$ cat config.mk
export PLATFORM = sky130hd
export DESIGN_NAME = acc_ctrl
export DESIGN_NICKNAME = d
export VERILOG_FILES = /design/src/logic/acc_pkg.sv /design/src/logic/acc_conv_if.sv /design/src/logic/acc_ctrl.sv /design/src/logic/acc_tick.sv /design/src/logic/acc_core_timer.sv
export SDC_FILE = /design/constraint.sdc
export NUM_CORES = 1
export LEC_CHECK = 0
export ABC_AREA = 1
export BUFFER_PORTS_ARGS = -buffer_cell sky130_fd_sc_hd__buf_2
export CAP_MARGIN = 20
export CELL_PAD_IN_SITES_DETAIL_PLACEMENT = 0
export CELL_PAD_IN_SITES_GLOBAL_PLACEMENT = 1
export CORE_ASPECT_RATIO = 1.75
export CORE_MARGIN = 2
export CORE_UTILIZATION = 48
export CTS_CLUSTER_SIZE = 8
export DETAILED_ROUTE_END_ITERATION = 7
export PLACE_DENSITY = 0.95
export SLEW_MARGIN = 20
export SYNTH_ARGS = -nofsm -noshare
export SYNTH_HDL_FRONTEND = slang
export SYNTH_SLANG_ARGS = --single-unit
$ cat constraint.sdc
create_clock -name ref_clk_i -period 5.8 [get_ports ref_clk_i]
set_input_delay 0.29 -clock ref_clk_i [delete_from_list [all_inputs] [get_ports ref_clk_i]]
set_output_delay 0.29 -clock ref_clk_i [all_outputs]
set_load 0.01 [all_outputs]
$ cat src/logic/acc_pkg.sv
package acc_pkg;
   localparam int           NCH            = 16;
   localparam logic [7:0]   OFF_CTRL       = 8'h00;
   localparam logic [7:0]   OFF_DELAY      = 8'h04;
   localparam logic [7:0]   OFF_SMASK      = 8'h0c;
   localparam logic [7:0]   OFF_PMASK      = 8'h10;
   localparam int           B_ACTIVATE     = 0;
   localparam int           B_ONESHOT_RUN  = 1;
   localparam int           B_PERIODIC_RUN = 2;
   localparam int           B_PWRDN_DIS    = 3;
   localparam int           B_CORE_RESET   = 4;
   localparam int           B_PER_DONE     = 6;
   localparam int           B_ONE_DONE     = 7;
   localparam logic [31:0]  CTRL_RESET     = 32'h0000_0000;
   localparam int           CLK_HZ         = 125_000_000;
   localparam int           TICK_US        = 40;
   localparam int           TICK_CYC       = CLK_HZ / 1_000_000 * TICK_US;
   localparam int           CONV_CYC       = 141;
   localparam int           START_PULSE_CYC = 1;
endpackage

$ cat src/logic/acc_conv_if.sv
`timescale 1ns/1ps
interface acc_conv_if;
   logic       start;
   logic [3:0] chan;
   logic       done;
   logic       hold;
   modport ctl  (output start, output chan, output hold, input done);
   modport core (input start, input chan, input hold, output done);
endinterface

$ cat src/logic/acc_ctrl.sv
`timescale 1ns/1ps
module acc_ctrl #(
   parameter int TICK_CYC = acc_pkg::TICK_CYC,
   parameter int CONV_CYC = acc_pkg::CONV_CYC
) (
   input  wire logic        ref_clk_i,
   input  wire logic        nrst_i,
   input  wire logic [7:0]  addr_i,
   input  wire logic [31:0] wdata_i,
   input  wire logic        wr_i,
   input  wire logic        rd_i,
   output logic [31:0]      rdata_o,
   output logic             oneshot_irq_o,
   output logic             periodic_irq_o,
   output logic             core_reset_o,
   output logic             core_powerdown_o,
   output logic [3:0]       mux_chan_o,
   output logic             busy_o
);
   typedef enum logic [1:0] {ACC_IDLE, ACC_SCAN, ACC_WAIT} acc_state_e;

   acc_state_e  state_r;
   logic [7:0]  ctrl_r;
   logic [31:0] delay_r;
   logic [15:0] smask_r;
   logic [15:0] pmask_r;
   logic [15:0] cur_mask_r;
   logic        cur_per_r;
   logic [3:0]  chan_r;
   logic        one_pend_r;
   logic        per_pend_r;
   logic [15:0] ptimer_r;
   logic        first_r;
   logic        act_q_r;
   logic        start_r;
   logic [31:0] rdata_r;
   logic        tick;

   acc_conv_if cv ();

   wire act      = ctrl_r[acc_pkg::B_ACTIVATE];
   wire per_run  = ctrl_r[acc_pkg::B_PERIODIC_RUN];
   wire hw_rst   = ctrl_r[acc_pkg::B_CORE_RESET];
   wire wr_ctrl  = wr_i && (addr_i == acc_pkg::OFF_CTRL);
   wire wr_delay = wr_i && (addr_i == acc_pkg::OFF_DELAY);
   wire wr_smask = wr_i && (addr_i == acc_pkg::OFF_SMASK);
   wire wr_pmask = wr_i && (addr_i == acc_pkg::OFF_PMASK);
   wire idle     = (state_r == ACC_IDLE);

   function automatic logic [4:0] next_ch(input logic [15:0] m, input logic [4:0] from);
      logic [4:0] r;
      r = 5'h10;
      for (int i = 15; i >= 0; i--) begin
         if (m[i] && (5'(i) >= from)) begin
            r = 5'(i);
         end
      end
      return r;
   endfunction

   wire [4:0] first_ch  = next_ch(cur_mask_r, 5'h00);
   wire [4:0] after_ch  = next_ch(cur_mask_r, {1'b0, chan_r} + 5'h01);
   wire       launch    = idle && act && !hw_rst && (one_pend_r || per_pend_r);
   wire       launch_os = launch && one_pend_r;
   wire       finish    = (state_r == ACC_WAIT)
                          && (cur_mask_r == 16'h0000 || (cv.done && after_ch[4]));
   wire       per_load  = first_r ? delay_r[15:0] != 16'h0000 : delay_r[31:16] != 16'h0000;
   wire [15:0] per_reload = first_r ? delay_r[15:0] : delay_r[31:16];
   wire       ptimer_exp = per_run && !per_pend_r && (ptimer_r == 16'h0000);

   acc_tick #(.TICK_CYC(TICK_CYC)) u_tick (
      .ref_clk_i (ref_clk_i),
      .nrst_i    (nrst_i),
      .clr_i     (!per_run),
      .tick_o    (tick)
   );

   acc_core_timer #(.CONV_CYC(CONV_CYC)) u_core (
      .ref_clk_i (ref_clk_i),
      .nrst_i    (nrst_i),
      .cv        (cv.core)
   );

   assign cv.start = start_r;
   assign cv.chan  = chan_r;
   assign cv.hold  = hw_rst;

   always_ff @(posedge ref_clk_i or negedge nrst_i) begin
      if (!nrst_i) begin
         ctrl_r <= 8'h00;
      end else begin
         if (wr_ctrl) begin
            ctrl_r[4:0] <= {wdata_i[4:2], 1'b0, wdata_i[0]};
            ctrl_r[5]   <= 1'b0;
         end
         if (wr_ctrl && wdata_i[acc_pkg::B_ONESHOT_RUN]) begin
            ctrl_r[acc_pkg::B_ONESHOT_RUN] <= 1'b1;
         end else if (one_pend_r && launch_os) begin
            ctrl_r[acc_pkg::B_ONESHOT_RUN] <= 1'b0;
         end
         if (finish && !cur_per_r) begin
            ctrl_r[acc_pkg::B_ONE_DONE] <= 1'b1;
         end else if (launch_os) begin
            ctrl_r[acc_pkg::B_ONE_DONE] <= 1'b0;
         end else if (wr_ctrl && wdata_i[acc_pkg::B_ONE_DONE]) begin
            ctrl_r[acc_pkg::B_ONE_DONE] <= 1'b0;
         end
         if (finish && cur_per_r) begin
            ctrl_r[acc_pkg::B_PER_DONE] <= 1'b1;
         end else if (launch && !one_pend_r) begin
            ctrl_r[acc_pkg::B_PER_DONE] <= 1'b0;
         end else if (wr_ctrl && wdata_i[acc_pkg::B_PER_DONE]) begin
            ctrl_r[acc_pkg::B_PER_DONE] <= 1'b0;
         end
      end
   end

   always_ff @(posedge ref_clk_i or negedge nrst_i) begin
      if (!nrst_i) begin
         delay_r <= 32'h0000_0000;
         smask_r <= 16'h0000;
         pmask_r <= 16'h0000;
      end else begin
         if (wr_delay) begin
            delay_r <= wdata_i;
         end
         if (wr_smask) begin
            smask_r <= wdata_i[15:0];
         end
         if (wr_pmask) begin
            pmask_r <= wdata_i[15:0];
         end
      end
   end

   always_ff @(posedge ref_clk_i or negedge nrst_i) begin
      if (!nrst_i) begin
         one_pend_r <= 1'b0;
      end else if (wr_ctrl && wdata_i[acc_pkg::B_ONESHOT_RUN]) begin
         one_pend_r <= 1'b1;
      end else if (launch_os) begin
         one_pend_r <= 1'b0;
      end
   end

   always_ff @(posedge ref_clk_i or negedge nrst_i) begin
      if (!nrst_i) begin
         per_pend_r <= 1'b0;
         ptimer_r   <= 16'h0000;
         first_r    <= 1'b1;
      end else if (!per_run) begin
         per_pend_r <= 1'b0;
         ptimer_r   <= 16'h0000;
         first_r    <= 1'b1;
      end else begin
         if (first_r) begin
            ptimer_r <= delay_r[15:0];
            first_r  <= 1'b0;
            per_pend_r <= !per_load;
         end else if (ptimer_exp) begin
            per_pend_r <= 1'b1;
         end else if (launch && !one_pend_r) begin
            per_pend_r <= 1'b0;
            ptimer_r   <= per_reload;
         end else if (tick && ptimer_r != 16'h0000 && !per_pend_r) begin
            ptimer_r <= ptimer_r - 16'h0001;
         end
      end
   end

   always_ff @(posedge ref_clk_i or negedge nrst_i) begin
      if (!nrst_i) begin
         state_r    <= ACC_IDLE;
         chan_r     <= 4'h0;
         cur_mask_r <= 16'h0000;
         cur_per_r  <= 1'b0;
         start_r    <= 1'b0;
      end else if (hw_rst) begin
         state_r <= ACC_IDLE;
         start_r <= 1'b0;
      end else begin
         start_r <= 1'b0;
         unique case (state_r)
            ACC_IDLE: begin
               if (launch) begin
                  cur_mask_r <= one_pend_r ? smask_r : pmask_r;
                  cur_per_r  <= !one_pend_r;
                  state_r    <= ACC_SCAN;
               end
            end
            ACC_SCAN: begin
               if (first_ch[4]) begin
                  state_r <= ACC_WAIT;
                  chan_r  <= 4'hf;
               end else begin
                  chan_r  <= first_ch[3:0];
                  start_r <= 1'b1;
                  state_r <= ACC_WAIT;
               end
            end
            ACC_WAIT: begin
               if (cur_mask_r == 16'h0000 || cv.done) begin
                  if (after_ch[4] || cur_mask_r == 16'h0000) begin
                     state_r <= ACC_IDLE;
                  end else begin
                     chan_r  <= after_ch[3:0];
                     start_r <= 1'b1;
                  end
               end
            end
         endcase
      end
   end

   always_ff @(posedge ref_clk_i or negedge nrst_i) begin
      if (!nrst_i) begin
         act_q_r          <= 1'b0;
         core_reset_o     <= 1'b0;
         core_powerdown_o <= 1'b1;
         oneshot_irq_o    <= 1'b0;
         periodic_irq_o   <= 1'b0;
         mux_chan_o       <= 4'h0;
         busy_o           <= 1'b0;
         rdata_r          <= 32'h0000_0000;
      end else begin
         act_q_r          <= act;
         core_reset_o     <= hw_rst || (act && !act_q_r);
         core_powerdown_o <= idle && !launch && (!act || !ctrl_r[acc_pkg::B_PWRDN_DIS]);
         oneshot_irq_o    <= ctrl_r[acc_pkg::B_ONE_DONE];
         periodic_irq_o   <= ctrl_r[acc_pkg::B_PER_DONE];
         mux_chan_o       <= chan_r;
         busy_o           <= !idle;
         unique case (addr_i)
            acc_pkg::OFF_CTRL:  rdata_r <= {24'h000000, ctrl_r};
            acc_pkg::OFF_DELAY: rdata_r <= delay_r;
            acc_pkg::OFF_SMASK: rdata_r <= {16'h0000, smask_r};
            acc_pkg::OFF_PMASK: rdata_r <= {16'h0000, pmask_r};
            default:            rdata_r <= 32'h0000_0000;
         endcase
         if (!rd_i) begin
            rdata_r <= 32'h0000_0000;
         end
      end
   end

   assign rdata_o = rdata_r;
endmodule

$ cat src/logic/acc_tick.sv
`timescale 1ns/1ps
module acc_tick #(
   parameter int TICK_CYC = acc_pkg::TICK_CYC
) (
   input  wire logic ref_clk_i,
   input  wire logic nrst_i,
   input  wire logic clr_i,
   output logic      tick_o
);
   logic [15:0] cnt_r;
   wire         wrap = (cnt_r == 16'(TICK_CYC - 1));

   // Free-running 40 us unit tick, restarted by clr_i.
   always_ff @(posedge ref_clk_i or negedge nrst_i) begin
      if (!nrst_i) begin
         cnt_r  <= 16'h0000;
         tick_o <= 1'b0;
      end else begin
         cnt_r  <= (clr_i || wrap) ? 16'h0000 : cnt_r + 16'h0001;
         tick_o <= wrap && !clr_i;
      end
   end
endmodule

$ cat src/logic/acc_core_timer.sv
`timescale 1ns/1ps
module acc_core_timer #(
   parameter int CONV_CYC = acc_pkg::CONV_CYC
) (
   input  wire logic ref_clk_i,
   input  wire logic nrst_i,
   acc_conv_if.core  cv
);
   logic [7:0] cnt_r;
   logic       busy_r;
   logic       done_r;

   assign cv.done = done_r;

   // Models the per-channel conversion time of the analog core.
   always_ff @(posedge ref_clk_i or negedge nrst_i) begin
      if (!nrst_i) begin
         cnt_r  <= 8'h00;
         busy_r <= 1'b0;
         done_r <= 1'b0;
      end else if (cv.hold) begin
         cnt_r  <= 8'h00;
         busy_r <= 1'b0;
         done_r <= 1'b0;
      end else begin
         done_r <= busy_r && (cnt_r == 8'(CONV_CYC - 1));
         if (cv.start) begin
            busy_r <= 1'b1;
            cnt_r  <= 8'h00;
         end else if (busy_r) begin
            if (cnt_r == 8'(CONV_CYC - 1)) begin
               busy_r <= 1'b0;
            end
            cnt_r <= cnt_r + 8'h01;
         end
      end
   end
endmodule

Word level (Yosys, flattened, before mapping)
Index checks and enable logic that the tools add are counted.
{"block": "word_totals", "reg_bits": 183, "latchBits": 0, "ram_bits": 0, "mem_bits_ro": 0, "inputBits": 44, "output_inout_bits": 41, "elab_cells": 222, "mem_count": 0}
{"block": "classes", "add_sub_neg": 4, "n_mul": 0, "n_div": 0, "magnitude_cmp": 16, "n_eq_ne": 15, "n_shift": 0, "n_mux": 80, "bitwise": 1, "n_reduce_logical": 77}
{"operator": "$mux W5", "count": 32}
{"operator": "$pmux W32 S4", "count": 1}
{"operator": "$mux W16", "count": 7}
{"operator": "$reduce_bool A16 Y1", "count": 3}
{"operator": "$logic_and A1 B1 Y1", "count": 42}
{"operator": "$ge A4 B5 Y1 const A", "count": 8}
{"operator": "$logic_not A16 Y1", "count": 2}
{"operator": "$mux W32", "count": 1}
{"operator": "$mux W1", "count": 25}
{"operator": "$mux W8", "count": 3}
{"operator": "$ge A3 B5 Y1 const A", "count": 4}
{"operator": "$add A16 B1 Y16 const B", "count": 1}
{"operator": "$eq A16 B13 Y1 const B", "count": 1}
{"operator": "$sub A16 B1 Y16 const B", "count": 1}
{"operator": "$mux W4", "count": 3}
{"operator": "$reduce_bool A3 Y1", "count": 4}
{"operator": "$logic_not A1 Y1", "count": 11}
{"operator": "$ge A1 B5 Y1 const A", "count": 2}
{"operator": "$ge A2 B5 Y1 const A", "count": 2}
{"operator": "$mux W2", "count": 5}
{"operator": "$ne A3 B2 Y1 const B", "count": 3}
{"operator": "$add A8 B1 Y8 const B", "count": 1}
{"operator": "$eq A8 B3 Y1 const B", "count": 1}
{"operator": "$eq A8 B4 Y1 const B", "count": 1}
{"operator": "other kinds (20)", "count": 29}

Logic depth before layout (Yosys ltp)
Gate-level depths: netlist of the first run.
{"block": "depth", "depth_word": 24, "ltp_mapped": 23}

Hierarchy
Synthesis of the first run repeated with hierarchy kept, for this count alone.
{"block": "hier_totals", "cells_unflattened": 1073, "area_unflattened_um2": 8922.3}
{"module": "acc_ctrl", "instances": 1, "cells_per_inst": 882, "area_each_um2": 7454.6, "seq_area_each_um2": 3906.2}
{"module": "acc_tick", "instances": 1, "cells_per_inst": 122, "area_each_um2": 933.4, "seq_area_each_um2": 425.4}
{"module": "acc_core_timer", "instances": 1, "cells_per_inst": 69, "area_each_um2": 534.3, "seq_area_each_um2": 250.2}

Worst setup path before layout of the first run
No wires, ideal clock.
{"block": "synth_timing", "path_type": "reg2reg", "start": "register chan_r[0]", "end": "register chan_r[1]", "setup_time_ns": 0.082, "t_arrival_ns": 2.175, "required_time_ns": 5.718, "slack_ns": 3.543, "stages_incl_launch_ff": 15, "n_path_buf": 1, "synth_period_minus_slack_ns": 2.257, "cell_sequence": "dfrtp_1 -> buf_6 -> inv_1 -> ha_1 -> nand2_1 -> nand2_1 -> o211ai_1 -> nand2_1 -> nor4_2 -> nand2_1 -> nand2_2 -> nand2_4 -> inv_4 -> a21oi_1 -> a22oi_2"}
{"block": "synth_between", "elab_chain_len": 22}
{"element": "start, declared", "line_no": "acc_ctrl.sv:29", "rtl": "logic [3:0] chan_r;"}
{"element": "start signal, assigned", "line_no": "acc_ctrl.sv:196", "rtl": "chan_r <= first_ch[3:0];"}
{"element": "start signal, assigned", "line_no": "acc_ctrl.sv:206", "rtl": "chan_r <= after_ch[3:0];"}
{"element": "$add A4 B1 Y5 (*)", "line_no": "acc_ctrl.sv:62", "rtl": "wire [4:0] after_ch = next_ch(cur_mask_r, {1'b0, chan_r} + 5'h01);"}
{"element": "$ge A4 B5 Y1", "line_no": "acc_ctrl.sv:54", "rtl": "if (m[i] && (5'(i) >= from)) begin"}
{"element": "$logic_and A1 B1 Y1", "line_no": "acc_ctrl.sv:54"}
{"element": "$mux W5 (15 in series)", "line_no": "acc_ctrl.sv:54"}
{"element": "$mux W5 (*)", "line_no": "acc_ctrl.sv:54"}
{"element": "$mux W4 or $logic_or A1 B1 Y1 (tied branches)", "line_no": "acc_ctrl.sv:203", "rtl": "if (after_ch[4] || cur_mask_r == 16'h0000) begin"}
{"element": "$mux W4 or $ne A2 B2 Y1 (tied branches)"}
{"element": "$pmux W4 S2 or $reduce_and A4 Y1 (tied branches)"}
Every way passes the cells marked *; elsewhere a longest branch is shown, timed or not. The select of a mux whose other input is x is not followed.
A chain may end at the register's enable or synchronous reset.

Final worst setup path of the first run
{"block": "layout_timing", "start": "register chan_r[0]", "end": "register state_r[1]"}
{"block": "layout_between", "elab_chain_len": 22}
{"element": "$add A4 B1 Y5 (*)", "line_no": "acc_ctrl.sv:62"}
{"element": "$ge A4 B5 Y1", "line_no": "acc_ctrl.sv:54"}
{"element": "$logic_and A1 B1 Y1", "line_no": "acc_ctrl.sv:54"}
{"element": "$mux W5 (15 in series)", "line_no": "acc_ctrl.sv:54"}
{"element": "$mux W5 (*)", "line_no": "acc_ctrl.sv:54"}
{"element": "$logic_or A1 B1 Y1 (*)", "line_no": "acc_ctrl.sv:203"}
{"element": "$ne A3 B2 Y1 (no line) (*)"}
{"element": "$reduce_and A3 Y1 (no line) (*)"}
{"element": "end signal, assigned", "line_no": "acc_ctrl.sv:193", "rtl": "state_r <= ACC_WAIT;"}
{"element": "end signal, assigned", "line_no": "acc_ctrl.sv:198", "rtl": "state_r <= ACC_WAIT;"}
{"element": "end signal, assigned", "line_no": "acc_ctrl.sv:204", "rtl": "state_r <= ACC_IDLE;"}
{"element": "end, declared", "line_no": "acc_ctrl.sv:22", "rtl": "acc_state_e state_r;"}
Every way passes the cells marked *; elsewhere a longest branch is shown, timed or not.

==> results.txt, run 1 <==
Result of the run: completed
# rows: 65
I/O pin count: 85
Number of max-cap violations: 0
Portion of netlist area occupied by mux cells: 0%
Signal arrival time at the worst endpoint: 3040 ps
Main combinational cell family by area after synthesis: simple AND/OR/NAND/NOR gates
Cell depth of the worst min-delay path: 3
Endpoint of the worst hold-timing path: delay_r[16]
Critical path, cell by cell: inv_1 > ha_1 > nand2_1 > nand2_1 > o211ai_1 > nand2_1 > nor4_2 > nand2_1 > nand3_1 > nand3_2 > o21ai_0
Global-route usage over all layers: 23.8%
Critical Path RT: 6140 ps
Total wirelength of the detailed-routed design: 21.7 mm
Commonest cells in the synthesized netlist: 196 x sky130_fd_sc_hd__nand2_1, 181 x sky130_fd_sc_hd__dfrtp_1, 145 x sky130_fd_sc_hd__inv_1, 109 x sky130_fd_sc_hd__nor2_1, 102 x sky130_fd_sc_hd__o21ai_0
Worst min path class: in2reg
Worst-skew pair later-pin latency: 430 ps
Post-synthesis simple-gate area fraction: 20.5%
Reported leakage power: 4.86 nW
Largest driver fanout on the critical path: 13
Setup Total Neg Slack: 0 ps
Post-cts gate resize count: 0
Worst reg2reg setup slack: 3110 ps
TritonCTS clock tree: done
Slew @ Worst Pin: 975 ps
Yosys top cell by area: sky130_fd_sc_hd__dfrtp_1
Flip-flop cell with the highest count after synthesis: sky130_fd_sc_hd__dfrtp_1
Clock transition at the registers of the reported paths: 70 ps
Via density: 5.37
Maximum count of clock buffers along a single path: 2
Cell occurring most often along the worst timing path: sky130_fd_sc_hd__nand2_1
Initial drt markers: 463
Die boundary width: 106 µm
Post-detailed-placement cell area: 0.00930 mm²
Critical Path End Type: flip-flop
Maximum number of pins on one net before global-route repair: 81
CP startpoint: chan_r[0]
Type of element launching the critical path: flip-flop
Antenna violation net count after detailed routing: 0
Number of distinct standard cells referenced by the synthesized netlist: 49
Vias: 7298
Share of the synthesized area in the top cell type: 52.3%
Async set-or-reset flop fraction in the synthesized netlist: 100%
Count of buffers added by post-CTS timing repair for setup: 0
Nets in the synthesized netlist: 1085
Max-slew violation count: 0
Final hold vios: 0
Filler-free cell count of the finished design: 1359
Yosys warning count: 0
Biggest cell delay along the critical path: 590 ps
Growth of design area from synthesis to finish: 14.2%
Endpoint of the worst register-to-register path: state_r[1]
Initial antenna violation count: 2
Avg Inst Size Synth: 8.41 µm²
Count of final setup violators: 0
Source of the worst register-to-register timing path: chan_r[0]
Final core occ: 55.3%
Sequential-to-total area share from yosys stat: 52.9%
Number of buffers added by the clock tree synthesis step: 17
Post-route cell area: 0.00989 mm²
Startpoint-to-endpoint class of the critical path: reg2reg
Syn Inst Count: 1030
Combined area of all synthesized cells: 0.00866 mm²
Fillcell total: 1694
Post-route clock period utilization: 46.4%
Total power density per cell area: 331 mW/mm²
Hold Path Origin: wdata_i[16]
H-tree levels: 4
EDFF count, synth: 0
Number of I/O port buffers: 84
Top-count cell post-synth: sky130_fd_sc_hd__nand2_1
Rel. slew slack: 34.8%
Final Critical Period: 2690 ps
Clock net sink count: 183
Worst supply voltage drop on vdd: 0.212 mV
Starting utilization of the core area: 48.4%
Global-route wire length before repair: 35.9 mm
Detailed-placement wirelength estimate: 16.1 mm
Adder-cell share of the synthesized area: 1.59%
Grt total ovfl: 0
CTS root buf: sky130_fd_sc_hd__clkbuf_16
Depth of the worst register-to-register path: 11
Final setup skew: 8.25 ps
Unrepaired setup endpoints after global routing: false
Routability congestion estimate from global placement: 0.885
Total of flip-flops plus latches after synthesis: 183
Library cell contributing the largest single delay on the critical path: sky130_fd_sc_hd__dfrtp_1
Nets: 1165
Placed Instances: 1324
Highest clock frequency the design can meet: 371 MHz
Core Region: 0.0179 mm²
Number of remaining DRC errors: 0
Xor/xnor cell area share of the yosys netlist: 0.607%
Height of the die: 182 µm
Synth Area in Compound Gates: 16.1%
Cells taking the most area after synthesis: sky130_fd_sc_hd__dfrtp_1 52%, sky130_fd_sc_hd__nand2_1 8.5%, sky130_fd_sc_hd__inv_1 6.3%
Number of detailed-route iterations in the first pass: 5
Worst Hold Margin: 101 ps
Fraction of layout cells with a size suffix above 1: 14.3%
Detail-routed net length per standard cell: 16.0 µm
Number of global-route vias before repair: 7118
Area of the die: 0.0192 mm²
## sequential cells by signal (all words and copies together), names as in the netlist, 2 cells and up
signal,cells
u_core.cnt_r,8
pmask_r,16
ptimer_r,16
delay_r,32
chan_r,4
smask_r,16
state_r,2
ctrl_r,7
rdata_o,32
u_tick.cnt_r,16
cur_mask_r,16
mux_chan_o,4
## cell type report
cell class	count	area, µm²	share of cell area (%)
Sequential cell	183	4580	46.3
Multi-Input combinational cell	660	3370	34.0
Inverter	157	592	5.98
Timing Repair Buffer	91	482	4.87
Clock buffer	18	439	4.44
Tap cell	234	293	2.96
Clock inverter	14	135	1.37
Antenna cell	2	5.00	0.0506
## worst max-delay path, delay by kind of cell (launching register included)
family	cells	cell delay [ps]
fa+ha+maj	1	420
flops	1	590
buf+inv	1	90
simple gates	7	1100
compound gates	2	410
## kinds of logic (layout without fill, tap and decap cells)
family	count (synthesis)	in the layout
simple gates	406	406
compound gates	237	237
buf+inv	187	280
flops	183	183
fa+ha+maj	11	11
xor+xnor	6	6
other cells	0	2
## metal layers
metal,wire (µm),track usage (%),vias up
li1,-,-,3557
met1,8120,26.4,3455
met2,11800,43.5,220
met3,751,2.94,66
met4,1080,13.2,0
met5,0,0,-
## worst max-delay path by stage
stage,end,cells past startpoint,slack (ps)
6_report,state_r[1],11,3110
5_1_grt,state_r[1],11,2820
4_1_cts,chan_r[1],13,3120
3_5_place_dp,smask_r[2],10,2910
3_3_place_gp,delay_r[28],11,3020
2_1_floorplan,chan_r[1],14,3540
## metrics by stage
| stage | setup slack, ps | total power [mW] |
|---|---|---|
| 5_1_grt | 2820 | 3.46 |
| 6_report | 3110 | 3.28 |
| 3_5_place_dp | 2910 | 2.19 |
| 4_1_cts | 3120 | 3.30 |
| 2_1_floorplan | 3540 | 1.98 |
| 3_3_place_gp | 3020 | 2.17 |
## repair_timing
action	in CTS	in global routing
endpoints found under the setup margin	0	0
hold buffers	1	0
hold endpoints to repair	78	0
## cell usage in the layout (no fill, tap or decap), drive strengths merged, types with 3 or more instances in the layout
master  Yosys  final
a21oi      59     59
a221oi      9      9
a22oi       6      6
a31oi       9      9
buf         6     90
clkbuf     24     18
clkinv      2      8
dfrtp     181    181
ha         11     11
inv       155    161
nand2     204    204
nand3      38     38
nand4      11     11
nor2      113    113
nor3       17     17
nor3b       5      5
nor4       13     13
o211ai      6      6
o21ai     110    110
o221ai     17     17
o22ai      10     10
o31ai       3      3
or2         3      3
xor2        4      4
## power breakdown
| part | total [mW] | switching [mW] | leakage [nW] | internal [mW] |
|---|---|---|---|---|
| Sequential | 1.47 | 0.0879 | 2.40 | 1.38 |
| Clock | 1.11 | 0.530 | 0.276 | 0.579 |
| Combinational | 0.698 | 0.462 | 2.19 | 0.235 |
No activity file was read; power rests on OpenSTA's default activity.
==> run 2, diff against run 1 <==
Settings changed: CORE_UTILIZATION 48 to 40, PLACE_DENSITY 0.95 to 0.86.
Clock period 5.8 ns to 2.2 ns, I/O delays scaled along.
==> run 2 against run 1 <==
First-iteration DRC count is 13% lower. Cell count rose by 11%. The run now ends with setup timing left. Critical endpoint is now chan_r[1]. Clock-buffer cell count up 2. Worst setup slack got worse by 3100 ps. Routed wire length up 7.9%. Power increased to 2.9 times the previous value.
==> results.txt, run 2 (synthesis results as in run 1) <==
Result of the run: finished, violations left
Violated checks: setup timing
Buffers & Inverters on Critical Path: 4 (+3)
Number of buffers added by the clock tree synthesis step: 17 (unchanged)
Area of the die: 0.0229 mm² (+19%)
Clock net sink count: 183 (unchanged)
Reg area: 0.00458 mm² (about the same)
Biggest cell delay along the critical path: 440 ps (-150 ps)
Library cell contributing the largest single delay on the critical path: sky130_fd_sc_hd__dfrtp_2
Total power density per cell area: 855 mW/mm² (+160%)
Critical Path End Type: flip-flop
Antenna diodes: 0 (-2)
H-tree levels: 4 (unchanged)
Worst supply voltage drop on vdd: 0.575 mV (+170%)
Number of max-cap violations: 0 (unchanged)
Via density: 5.11 (-4.9%)
Signal arrival time at the worst endpoint: 2600 ps (-440 ps)
Final setup margin: -40.7 ps (-3150 ps)
Cell occurring most often along the worst timing path: sky130_fd_sc_hd__nand2_2
Crit path max-delay family: simple AND/OR/NAND/NOR gates
# rows: 71 (+9.2%)
Startpoint-to-endpoint class of the critical path: reg2reg
Highest clock frequency the design can meet: 446 MHz (+20%)
Max-slew violation count: 0 (unchanged)
Worst min path class: in2reg
Reported leakage power: 5.32 nW (+9.5%)
Slew @ Worst Pin: 642 ps (-333 ps)
Number of remaining DRC errors: 0 (unchanged)
Placed Instances: 1435 (+8.4%)
Post-route clock period utilization: 102% (+55 points)
Number of I/O port buffers: 84 (unchanged)
Overall power consumption: 9.38 mW (+190%)
Endpoint of the worst register-to-register path: chan_r[1]
Antenna violation net count after detailed routing: 0 (unchanged)
Rel. slew slack: 57.1% (+22 points)
Most frequent cells in the layout: 187 x sky130_fd_sc_hd__nand2_1, 179 x sky130_fd_sc_hd__dfrtp_1, 142 x sky130_fd_sc_hd__inv_1, 105 x sky130_fd_sc_hd__nor2_1, 97 x sky130_fd_sc_hd__o21ai_0
Type of element launching the critical path: flip-flop
Maximum count of clock buffers along a single path: 2 (unchanged)
Total area of multi-input combinational cells: 0.00356 mm² (+5.8%)
Growth of design area from synthesis to finish: 26.7%
Final hold vios: 0 (unchanged)
Number of detailed-route iterations in the first pass: 6 (+1)
Global-route wire length before repair: 37.9 mm (+5.7%)
Count of final setup violators: 6 (+6)
Filler-free cell count of the finished design: 1504 (+11%)
Worst setup slack before clock tree synthesis: -132 ps (-3040 ps)
Core Region: 0.0214 mm² (+20%)
Final setup skew: 8.94 ps (+0.690 ps)
Height of the die: 199 µm (+9.3%)
Nets: 1254 (+7.6%)
Fraction of layout cells with a size suffix above 1: 21.8% (+7.4 points)
Vias: 7683 (+5.3%)
CTS root buf: sky130_fd_sc_hd__clkbuf_16
Hold Path Origin: wdata_i[9]
Critical Path RT: 2560 ps (-3580 ps)
Unrepaired setup endpoints after global routing: true
Initial antenna violation count: 0 (-2)
Post-route cell area: 0.0110 mm² (+11%)
Clock transition at the registers of the reported paths: 70 ps (about the same)
Source of the worst register-to-register timing path: chan_r[1]
Endpoint of the worst hold-timing path: pmask_r[9]
Die boundary width: 115 µm (+9.2%)
Initial drt markers: 401 (-13%)
Starting utilization of the core area: 40.5% (-8.0 points)
Worst-skew pair later-pin latency: 430 ps (about the same)
Critical path, cell by cell: buf_6 > ha_4 > nand2_2 > inv_2 > o21ai_2 > nand2_1 > nand2_2 > nand2_2 > nor2_2 > inv_2 > nor3_4 > nand2_2 > nand2_2 > nand2_4 > inv_4 > a21oi_2 > a22oi_2
Worst reg2reg setup slack: -40 ps (-3150 ps)
Most common cell after layout, fill and taps aside: sky130_fd_sc_hd__nand2_1
Cell depth of the worst min-delay path: 3 (unchanged)
Maximum number of pins on one net before global-route repair: 65 (-20%)
Final Critical Period: 2240 ps (-452 ps)
Detail-routed net length per standard cell: 15.6 µm (-2.5%)
Global-route usage over all layers: 21.3% (-2.5 points)
Final core occ: 51.3% (-4.0 points)
Setup Total Neg Slack: -172 ps (-172 ps)
Number of global-route vias before repair: 7653 (+7.5%)
Worst Hold Margin: 7.43 ps (-94.0 ps)
Detailed-placement wirelength estimate: 17.4 mm (+8.2%)
Grt total ovfl: 0 (unchanged)
I/O pin count: 85 (unchanged)
Total wirelength of the detailed-routed design: 23.4 mm (+7.9%)
Depth of the worst register-to-register path: 17 (+6)
Routability congestion estimate from global placement: 0.934 (+5.6%)
Post-detailed-placement cell area: 0.00983 mm² (+5.8%)
TritonCTS clock tree: done
Largest driver fanout on the critical path: 6 (-7)
Fillcell total: 2037 (+20%)
[run 2: area by class of cell]
cell class | instances | share of cell area (%)
tap | 292 | 3.33
clock buffer | 20 | 4.16
multi-input combinational | 660 | 32.4
sequential | 183 | 41.8
inverter | 157 | 5.41
timing repair buffer | 180 | 11.6
clock inverter | 12 | 1.32
[run 2: power breakdown]
part	switching (mW)	internal, mW	total, mW
logic	1.43	0.993	2.42
clock network	1.33	1.75	3.09
registers	0.230	3.64	3.87
total	2.99	6.39	9.38
[run 2: worst min-delay path, stage by stage]
cell and delay, ps:
sky130_fd_sc_hd__buf_2 70, sky130_fd_sc_hd__inv_1 60, sky130_fd_sc_hd__o21ai_0 150
[run 2: worst max path at each step]
stage                   start         to  cells after the start
finish              chan_r[1]  chan_r[1]                     17
global route        chan_r[1]  chan_r[1]                     17
CTS                 chan_r[0]  chan_r[1]                     14
detailed placement  chan_r[1]  chan_r[1]                     18
global placement    chan_r[1]  chan_r[1]                     18
floorplan           chan_r[0]  chan_r[1]                     14
[run 2: timing repair]
item	CTS	global route
buffers inserted	3	10
hold buffers	24	0
pin swaps	4	24
endpoints found under the hold margin	83	0
setup endpoints to repair	9	28
resized for setup	12	45
[run 2: per-layer routing]
metal	global-route usage (%)	wire [µm]	vias to the layer above
li1	-	-	3737
met1	22.3	8560	3704
met2	40.2	13100	181
met3	3.38	703	61
met4	10.8	1030	0
met5	0	0	-
==> run 3, diff against run 2 <==
Settings changed: CELL_PAD_IN_SITES_DETAIL_PLACEMENT 0 to not set, CELL_PAD_IN_SITES_GLOBAL_PLACEMENT 1 to not set, CORE_UTILIZATION 40 to 54, MAX_ROUTING_LAYER set to met4, PLACE_DENSITY 0.86 to 0.88.
==> run 3 against run 2 <==
The run still ends with setup timing left. Worst hold slack worse by 1.9 ps. Maximum frequency is 2.6% lower. Utilization is 17 points higher. Clock power is 3% lower. Sequential power hardly changed. Flip-flop and latch count stayed put. Clock skew is 0.64 ps higher. Non-clock buffer count is 15 lower. Critical endpoint unchanged. Largest power group unchanged. Highest routed layer unchanged.
==> results.txt, run 3 (synthesis results as in run 1) <==
Worst-skew pair later-pin latency: 440 ps (about the same)
Crit path max-delay family: simple AND/OR/NAND/NOR gates
Rel. slew slack: 57.1% (about the same)
Detailed-placement wirelength estimate: 16.9 mm (-2.9%)
Growth of design area from synthesis to finish: 24.5%
Endpoint of the worst hold-timing path: smask_r[10]
Post-route clock period utilization: 105% (+2.7 points)
Library cell contributing the largest single delay on the critical path: sky130_fd_sc_hd__dfrtp_1
Critical Path RT: 2570 ps (about the same)
Setup Total Neg Slack: -392 ps (-220 ps)
Count of final setup violators: 7 (+1)
Worst reg2reg setup slack: -100 ps (-60 ps)
Number of buffers added by the clock tree synthesis step: 17 (unchanged)
Overall power consumption: 9.25 mW (-1.4%)
Most frequent cells in the layout: 183 x sky130_fd_sc_hd__nand2_1, 179 x sky130_fd_sc_hd__dfrtp_1, 140 x sky130_fd_sc_hd__inv_1, 104 x sky130_fd_sc_hd__nor2_1, 96 x sky130_fd_sc_hd__o21ai_0
TritonCTS clock tree: done
Total power density per cell area: 858 mW/mm² (+0.34%)
Detail-routed net length per standard cell: 18.1 µm (+16%)
Type of element launching the critical path: flip-flop
Number of I/O port buffers: 84 (unchanged)
Final setup margin: -100 ps (-59.5 ps)
Initial antenna violation count: 0 (unchanged)
Unrepaired setup endpoints after global routing: true
Worst min path class: in2reg
Slew @ Worst Pin: 642 ps (+0.00805 ps)
Signal arrival time at the worst endpoint: 2670 ps (+70 ps)
Fraction of layout cells with a size suffix above 1: 21.4% (-0.40 points)
Placed Instances: 1317 (-8.2%)
Cell occurring most often along the worst timing path: sky130_fd_sc_hd__nand2_2
Antenna diodes: 0 (unchanged)
I/O pin count: 85 (unchanged)
Vias: 8188 (+6.6%)
Highest clock frequency the design can meet: 435 MHz (-2.6%)
Initial drt markers: 684 (+71%)
Number of max-cap violations: 0 (unchanged)
Biggest cell delay along the critical path: 430 ps (about the same)
Reported leakage power: 5.28 nW (-0.75%)
Die boundary width: 99.7 µm (-13%)
Buffers & Inverters on Critical Path: 3 (-1)
Source of the worst register-to-register timing path: chan_r[1]
Final setup skew: 9.58 ps (+0.638 ps)
Largest driver fanout on the critical path: 6 (unchanged)
Number of global-route vias before repair: 8122 (+6.1%)
Maximum count of clock buffers along a single path: 2 (unchanged)
Routability congestion estimate from global placement: 0.974 (+4.3%)
Nets: 1239 (-1.2%)
# rows: 61 (-14%)
Antenna violation net count after detailed routing: 0 (unchanged)
Most common cell after layout, fill and taps aside: sky130_fd_sc_hd__nand2_1
Number of detailed-route iterations in the first pass: 5 (-1)
H-tree levels: 4 (unchanged)
Hold Path Origin: wdata_i[10]
Maximum number of pins on one net before global-route repair: 65 (unchanged)
Grt total ovfl: 0 (unchanged)
Clock net sink count: 183 (unchanged)
CTS root buf: sky130_fd_sc_hd__clkbuf_16
Result of the run: finished, violations left
Starting utilization of the core area: 54.8% (+14 points)
Critical Path End Type: flip-flop
Number of remaining DRC errors: 0 (unchanged)
Final Critical Period: 2300 ps (+59.5 ps)
Startpoint-to-endpoint class of the critical path: reg2reg
Final hold vios: 0 (unchanged)
Height of the die: 172 µm (-14%)
Via density: 5.91 (+16%)
Critical path, cell by cell: buf_6 > ha_4 > nand2_2 > inv_2 > o21ai_2 > nor2_1 > o21ai_1 > nand2_1 > nor3_4 > nand2_2 > nand2_2 > nand2_4 > inv_4 > a21oi_2 > a22oi_2
Depth of the worst register-to-register path: 15 (-2)
Violated checks: setup timing
Clock transition at the registers of the reported paths: 70 ps (about the same)
Core Region: 0.0158 mm² (-26%)
Endpoint of the worst register-to-register path: chan_r[1]
Global-route wire length before repair: 38.6 mm (+1.9%)
Global-route usage over all layers: 29.8% (+8.5 points)
Worst supply voltage drop on vdd: 0.624 mV (+8.5%)
Cell depth of the worst min-delay path: 3 (unchanged)
Area of the die: 0.0171 mm² (-25%)
Filler-free cell count of the finished design: 1386 (-7.8%)
Worst Hold Margin: 5.53 ps (-1.91 ps)
Total wirelength of the detailed-routed design: 25.1 mm (+6.9%)
Max-slew violation count: 0 (unchanged)
run 3: per-layer routing:
metal / track usage (%) / vias up / wire (µm) / share of wire (%)
met5: - / - / 0 / 0
met4: 20.1 / 0 / 1890 / 7.6
met3: 4.67 / 140 / 1360 / 5.4
met2: 52.4 / 424 / 13300 / 53
met1: 30.1 / 3914 / 8520 / 34
li1: - / 3710 / - / -
run 3: report_power, final:
group / total (mW) / switching (mW) / internal [mW] / leakage (nW)
Clock: 3.01 / 1.49 / 1.52 / 0.277
Combinational: 2.37 / 1.46 / 0.907 / 2.61
Sequential: 3.87 / 0.229 / 3.64 / 2.40
Total: 9.25 / 3.18 / 6.07 / 5.28
run 3: per-stage QoR:
step	area (µm²)	setup WS, ps	util [%]
after floorplan	8680	49.4	-
after CTS	10500	-30.2	66.3
final	10800	-100	68.3
after detailed placement	9570	-86.5	60.5
after global routing	10800	-224	68.3
after global placement	9570	-37.3	60.5
run 3: final cells by class:
cell class	count	area, µm²
Inverter	157	599
Fill cell	1080	5010
Clock inverter	15	153
Tap cell	189	236
Clock buffer	17	425
Sequential cell	183	4580
Multi-Input combinational cell	660	3620
Timing Repair Buffer	165	1170
run 3: tightest hold or removal path, delay by kind of cell:
family	cells	cell delay, ps
buffers and inverters	2	140
AO/OA/AOI/OAI	1	150
run 3: worst max path at each step:
| stage | start | to | slack, ps | cells after the start |
|---|---|---|---|---|
| finish | chan_r[1] | chan_r[1] | -100 | 15 |
| global route | chan_r[1] | chan_r[0] | -220 | 15 |
| CTS | chan_r[0] | chan_r[1] | -30 | 17 |
| detailed placement | chan_r[0] | chan_r[1] | -90 | 18 |
| global placement | chan_r[0] | chan_r[1] | -40 | 18 |
| floorplan | chan_r[0] | chan_r[1] | 50 | 14 |
run 3: timing repair:
item | in CTS | in global routing
resized for setup | 17 | 61
endpoints found under the hold margin | 79 | 0
cloned | 0 | 1
buffers inserted | 2 | 8
pin swaps | 8 | 26
hold buffers | 26 | 0
setup endpoints to repair | 16 | 30
